## src/design/pab_regs.vh

```
`ifndef PAB_REGS_VH
`define PAB_REGS_VH
// mode strap encodings
`define PAB_MODE_HOST      1'b0
`define PAB_MODE_SATELLITE 1'b1
// grant line 1 is unknown for this many clocks after reset before its value
`define PAB_GNT1_X_CLKS    2'h1
// arbiter state codes
`define PAB_ST_IDLE        2'h0
`define PAB_ST_GRANT       2'h1
`endif

```

## src/design/pab_arbiter.v

```verilog
`timescale 1ns/1ps
// Behaviour
// - host mode: pci reset clears pci logic only
// - satellite mode: pci reset clears pci logic and requests a device warm reset
// - host mode: three request lines are inputs from external masters
// - satellite mode: request line 2 acts as idsel for configuration cycles
// - satellite mode: request line 1 is ignored
// - satellite mode: request line 0 drives this device's own bus request
// - host mode: three grant lines are active-low outputs to external masters
// - satellite mode: grant line 2 is open-collector interrupt a output
// - reset: grant 2 floats in host and boot, low in non-boot satellite
// - satellite mode: grant line 1 is eeprom chip select, output at reset
// - reset: grant 1 unknown one clock, then high host, low satellite
// - satellite mode: grant line 0 is input grant from external arbiter
`include "pab_regs.vh"

module pab_arbiter (
  input  wire       ref_clk,
  input  wire       srst,
  input  wire       mode_strap,
  input  wire       boot_strap,
  input  wire       pci_rst_n,
  input  wire [2:0] req_n_in,
  output reg  [2:0] req_n_out,
  output reg  [2:0] req_n_oe,
  input  wire [2:0] gnt_n_in,
  output reg  [2:0] gnt_n_out,
  output reg  [2:0] gnt_n_oe,
  input  wire       lock_n_in,
  input  wire       own_req,
  input  wire       int_req,
  input  wire       eeprom_cs,
  output reg        own_gnt,
  output reg        idsel,
  output reg        lock_seen,
  output reg        pci_logic_rst,
  output reg        warm_rst,
  output reg        satellite,
  output reg        boot
);

  reg  [2:0] req_s1;
  reg  [2:0] req_s2;
  reg  [2:0] gnt_s1;
  reg  [2:0] gnt_s2;
  reg  [1:0] rst_s;
  reg  [1:0] lock_s;
  reg  [1:0] x_cnt;
  reg  [1:0] state;
  reg  [1:0] owner;
  reg  [1:0] next_owner;
  reg        next_found;
  reg  [2:0] gnt_vec;
  wire       pci_rst;
  integer    i;
  integer    idx;

  // pin inputs other than the two straps pass two flops before any logic reads them
  always @(posedge ref_clk) begin
    req_s1 <= req_n_in;
    req_s2 <= req_s1;
    gnt_s1 <= gnt_n_in;
    gnt_s2 <= gnt_s1;
    rst_s  <= {rst_s[0], pci_rst_n};
    lock_s <= {lock_s[0], lock_n_in};
  end

  assign pci_rst = ~rst_s[1];

  // straps caught while cold reset is held, fixed after release
  always @(posedge ref_clk) begin
    if (srst) begin
      satellite <= mode_strap;
      boot      <= boot_strap;
    end
  end

  always @(posedge ref_clk) begin
    if (srst) begin
      pci_logic_rst <= 1'b1;
      warm_rst      <= 1'b0;
    end else begin
      pci_logic_rst <= pci_rst;
      warm_rst      <= pci_rst & satellite;
    end
  end

  // round-robin search starting after the current owner, so no master starves
  always @* begin
    next_owner = owner;
    next_found = 1'b0;
    idx        = 0;
    for (i = 1; i <= 3; i = i + 1) begin
      idx = (owner + i) % 3;
      if (!next_found && !req_s2[idx]) begin
        next_owner = idx[1:0];
        next_found = 1'b1;
      end
    end
  end

  always @(posedge ref_clk) begin
    if (srst || pci_rst || satellite) begin
      state <= `PAB_ST_IDLE;
      owner <= 2'h2;
    end else begin
      case (state)
        `PAB_ST_IDLE: begin
          if (next_found) begin
            owner <= next_owner;
            state <= `PAB_ST_GRANT;
          end
        end
        `PAB_ST_GRANT: begin
          // hold grant while owner requests or a locked operation runs
          if (req_s2[owner] && lock_s[1]) begin
            state <= `PAB_ST_IDLE;
          end
        end
        default: state <= `PAB_ST_IDLE;
      endcase
    end
  end

  always @* begin
    gnt_vec = 3'h7;
    if (state == `PAB_ST_GRANT) begin
      gnt_vec[owner] = 1'b0;
    end
  end

  always @(posedge ref_clk) begin
    if (srst) begin
      x_cnt <= 2'h0;
    end else if (x_cnt != `PAB_GNT1_X_CLKS) begin
      x_cnt <= x_cnt + 2'h1;
    end
  end

  // pin drive; satellite roles never change after cold reset
  always @(posedge ref_clk) begin
    if (srst) begin
      req_n_out <= 3'h7;
      req_n_oe  <= 3'h0;
      // grant 2 pulled low through cold reset only in satellite non-boot
      gnt_n_out <= 3'h3;
      gnt_n_oe  <= {mode_strap & ~boot_strap, 2'h0};
      own_gnt   <= 1'b0;
      idsel     <= 1'b0;
      lock_seen <= 1'b0;
    end else begin
      lock_seen <= ~lock_s[1];
      if (!satellite) begin
        req_n_out <= 3'h7;
        req_n_oe  <= 3'h0;
        own_gnt   <= 1'b0;
        idsel     <= 1'b0;
        gnt_n_out[2] <= pci_rst ? 1'b1 : gnt_vec[2];
        gnt_n_oe[2]  <= ~pci_rst;
        gnt_n_out[1] <= pci_rst ? 1'b1 : gnt_vec[1];
        gnt_n_oe[1]  <= (x_cnt == `PAB_GNT1_X_CLKS);
        gnt_n_out[0] <= gnt_vec[0];
        gnt_n_oe[0]  <= ~pci_rst;
      end else begin
        idsel        <= ~req_s2[2];
        req_n_out    <= {2'h3, ~(own_req & ~pci_rst)};
        req_n_oe     <= 3'h1;
        own_gnt      <= ~gnt_s2[0] & ~pci_rst;
        gnt_n_out[0] <= 1'b1;
        gnt_n_oe[0]  <= 1'b0;
        // open collector: drive low only, never high
        gnt_n_out[2] <= 1'b0;
        gnt_n_oe[2]  <= pci_rst ? ~boot : int_req;
        // select is active high on the pin, so the low reset level deselects
        gnt_n_out[1] <= pci_rst ? 1'b0 : eeprom_cs;
        gnt_n_oe[1]  <= (x_cnt == `PAB_GNT1_X_CLKS);
      end
    end
  end

  // devsel is produced by the target decoder elsewhere; idsel feeds it

endmodule // pab_arbiter

```

## config.mk

```make
export PLATFORM = sky130hd
export DESIGN_NAME = pab_arbiter
export DESIGN_NICKNAME = d
export VERILOG_FILES = /design/src/design/pab_arbiter.v
export VERILOG_INCLUDE_DIRS = /design/src /design/src/design
export SDC_FILE = /design/constraint.sdc
export NUM_CORES = 1
export LEC_CHECK = 0
export BUFFER_PORTS_ARGS = -buffer_cell sky130_fd_sc_hd__buf_2
export CAP_MARGIN = 30
export CORE_UTILIZATION = 54
export DETAILED_ROUTE_END_ITERATION = 6
export HOLD_SLACK_MARGIN = 0.08
export PLACE_DENSITY = 0.89
export SLEW_MARGIN = 20
export SYNTH_ARGS = -nofsm -noshare
export SYNTH_HDL_FRONTEND = slang
export SYNTH_SLANG_ARGS = --single-unit
```

## constraint.sdc

```tcl
create_clock -name ref_clk -period 2.9 [get_ports ref_clk]
set_clock_uncertainty 0.05 [all_clocks]
set_input_delay 0.29 -clock ref_clk [delete_from_list [all_inputs] [get_ports ref_clk]]
set_output_delay 0.29 -clock ref_clk [all_outputs]
set_load 0.01 [all_outputs]
```

==> flow_summary.toml <==
[global_routing]
track_usage_pct = 19.4
grt_overflow_total = 0
antenna_found_initial = 0
grt_max_degree = 14
met1_usage_pct = 17.5
grt_pass1_wl_um = 3500
grtUsageMet3_pct = 5.86
grt_pass1_vias = 863
gr-usage-met2_pct = 37.2
top_usage_layer = "met2"

[synthesis]
synth_simple_gate_area_share_pct = 16.8
synth_adder_area_share_pct = 6.05
synth_area_leaders = "dfxtp_1 48%, ha_1 6.1%, edfxtp_1 4.8%"
synthMuxAreaShare_pct = 2.83
syn_area_um2 = 1240
synth_area_per_cell_um2 = 10.4
synth_edf_count = 2
synth_top_area_share_pct = 48.4
synth.yosys.seq_area_share_pct = 53.3
syn_inst = 119
yosys-top-cells-count = "30 x dfxtp_1, 11 x nor2_1, 8 x inv_1"
async_flop_share_pct = 0
ys.flop_type = "dfxtp_1"
synth_compound_area_share_pct = 12.7
synth_top_family_by_area = "simple AND/OR/NAND/NOR gates"
synth_xor_area_share_pct = 0.706
synth.distinct_cells = 37
yosysMostFrequentCell = "dfxtp_1"
yosys_warnings = 0
yosysTopAreaCell = "dfxtp_1"
synth-seq-cells = 32

[clock_tree]
postCtsSetupRepairBufs = 0
cts_buffers = 5
clk_pin_slew_ns = 0.09
clock_path_buffers = 2
cts_resized = 0
tritoncts = "built"
clkSinkCount = 32
root_buffer = "clkbuf_4"
clock_latency_ns = 0.33
cts_max_level = 2

[sta]
setup_slack_ns = 0.926
setup_viol = 0
hold_viol = 0
hold_ws_ns = 0.0942
fmax_mhz = 506
rsz0062_at_grt = "no"
min_period_ns = 1.97
finalCritPeriodShare_pct = 68.1
setup-tns-final_ns = 0
maxSlewViolCount = 0

[place]
hpwl_um = 1570
place_congestion = 0.746
pre_cts_ws_ns = 0.974
port_buffers = 27

[worst_setup_path]
crit_arrival_ns = 2.14
crit_path_end_kind = "flip-flop"
crit_required_ns = 3.06
critPathKind = "flip-flop to flip-flop"
crit_fanout = 10
startpoint_type = "flip-flop"

[pwr]
pwr-share-seq_pct = 54.3
intPower_w = 0.000694
peakVddDrop_mv = 0.505
p_comb_share_pct = 16.8
clkPwrFrac_pct = 28.9
power_density_nw_per_um2 = 628
cellLeakagePower_nw = 0.707
power.switching_w = 0.000244
switching_share_pct = 26.0

[routing]
drcViolationCount = 0
drt_pass1_iterations = 4
routed_via_density = 5.15
dr_total_vias = 927
drt_wl_total_um = 2200
postRouteAntennaNets = 0
routedWlPerCell_um = 12.2
initialDrtViolationCount = 13

[flow_run]
maxCapViolations = 0

[hold_path]
min-delay-path-class = "input port to flip-flop"

[floorplanning]
die_h_um = 49.9
start_util_pct = 60.1
dieArea_um2 = 2490
io_pins = 34
die_w_um = 49.9
rows = 16
coreArea_um2 = 2060

[finish]
regArea_um2 = 661
drive_gt1_share_pct = 25.5
nets = 174
antennaDiodeCount = 0
fillers = 142
multiInputGateArea_um2 = 499
area_growth_pct = 20.5

[outcome]
run_status = "finished clean"
-- through the flow --
stage                     power, W  instances  cell area, um2  utilization [%]
after floorplan           0.000620        121            1250                -
after global placement    0.000647        166            1360             65.9
after detailed placement  0.000660        166            1360             65.9
after CTS                 0.000941        179            1480             72.0
after global routing      0.000985        180            1490             72.5
final                     0.000938        180            1490             72.5
-- cell families after synthesis --
| family | count (synthesis) |
|---|---|
| other | 2 |
| AO/OA/AOI/OAI | 23 |
| AND/OR/NAND/NOR | 35 |
| XOR/XNOR | 1 |
| adder cells (fa/ha/maj) | 6 |
| buffers and inverters | 17 |
| multiplexers | 3 |
| flip-flops | 32 |
-- flip-flops by register name (all words and copies together), names as in the netlist, 2 cells and up --
| register | cells |
|---|---|
| req_s1 | 3 |
| req_s2 | 3 |
| owner | 2 |
| gnt_n_oe | 3 |
| rst_s | 2 |
| x_cnt | 2 |
| gnt_n_out | 3 |
| lock_s | 2 |
-- layout make-up --
type	instances	area share, %
Multi-Input combinational cell	72	33.4
Sequential cell	32	44.2
Clock buffer	7	4.36
Inverter	8	2.01
Tap cell	27	2.26
Timing Repair Buffer	34	13.7
-- per-layer routing --
layer  wire (um)  part of all wire [%]
met1         891                    41
met5           0                     0
met3         114                   5.2
met2        1140                    52
met4          50                   2.3
-- layout by cell type, fill, tap and decap left out --
| cell type | instances |
|---|---|
| xor2_1 | 1 |
| nand2b_1 | 6 |
| dfxtp_1 | 30 |
| a31oi_1 | 2 |
| buf_2 | 27 |
| and3b_1 | 1 |
| nor3b_2 | 1 |
| nand3_1 | 3 |
| a22oi_1 | 1 |
| dlygate4sd3_1 | 7 |
| o211ai_1 | 1 |
| o22ai_1 | 1 |
| ha_1 | 6 |
| inv_1 | 8 |
| nor2_1 | 11 |
| nor2b_1 | 3 |
| nor3_1 | 1 |
| edfxtp_1 | 2 |
| a211o_1 | 1 |
| a221oi_1 | 1 |
| clkbuf_4 | 5 |
| o21ai_0 | 6 |
| o311a_1 | 1 |
| o32a_1 | 1 |
| nand4b_4 | 1 |
| nand3b_1 | 1 |
| a311oi_1 | 2 |
| conb_1 | 4 |
| mux2i_1 | 2 |
| clkbuf_8 | 2 |
| nand3_2 | 1 |
| and2_4 | 1 |
| mux2_4 | 1 |
| a311o_1 | 1 |
| nand2_1 | 5 |
| a21oi_1 | 4 |
| o31a_1 | 1 |
-- critical path: stages, from the launching register on --
cell and delay [ns]:
dfxtp_1 0.43, inv_1 0.15, ha_1 0.33, nor3b_2 0.27
nand3_2 0.12, and2_4 0.19, o311a_1 0.33
-- what timing repair did --
| item | CTS | global route |
|---|---|---|
| hold endpoints to repair | 6 | 1 |
| hold buffers | 6 | 1 |
| endpoints found under the setup margin | 0 | 0 |
-- power by group through the flow --
stage                     Sequential [W]  Combinational, W  Clock, W
after floorplan                 0.000516          0.000103         0
after detailed placement        0.000519          0.000141         0
after CTS                       0.000509          0.000156  0.000276
after global routing            0.000512          0.000174  0.000299
final                           0.000509          0.000158  0.000271
after global placement          0.000515          0.000133         0
-- worst paths after layout --
kind	start	to	slack [ns]	depth (start not counted)
worst max-delay path	owner[1]	state[0]	0.93	6
worst min-delay path	mode_strap	satellite	0.09	1
worst max register to register	owner[1]	state[0]	0.93	6
worst min register to register	req_s1[2]	req_s2[2]	0.28	0
Note: power is estimated with default switching activity, not from simulation.
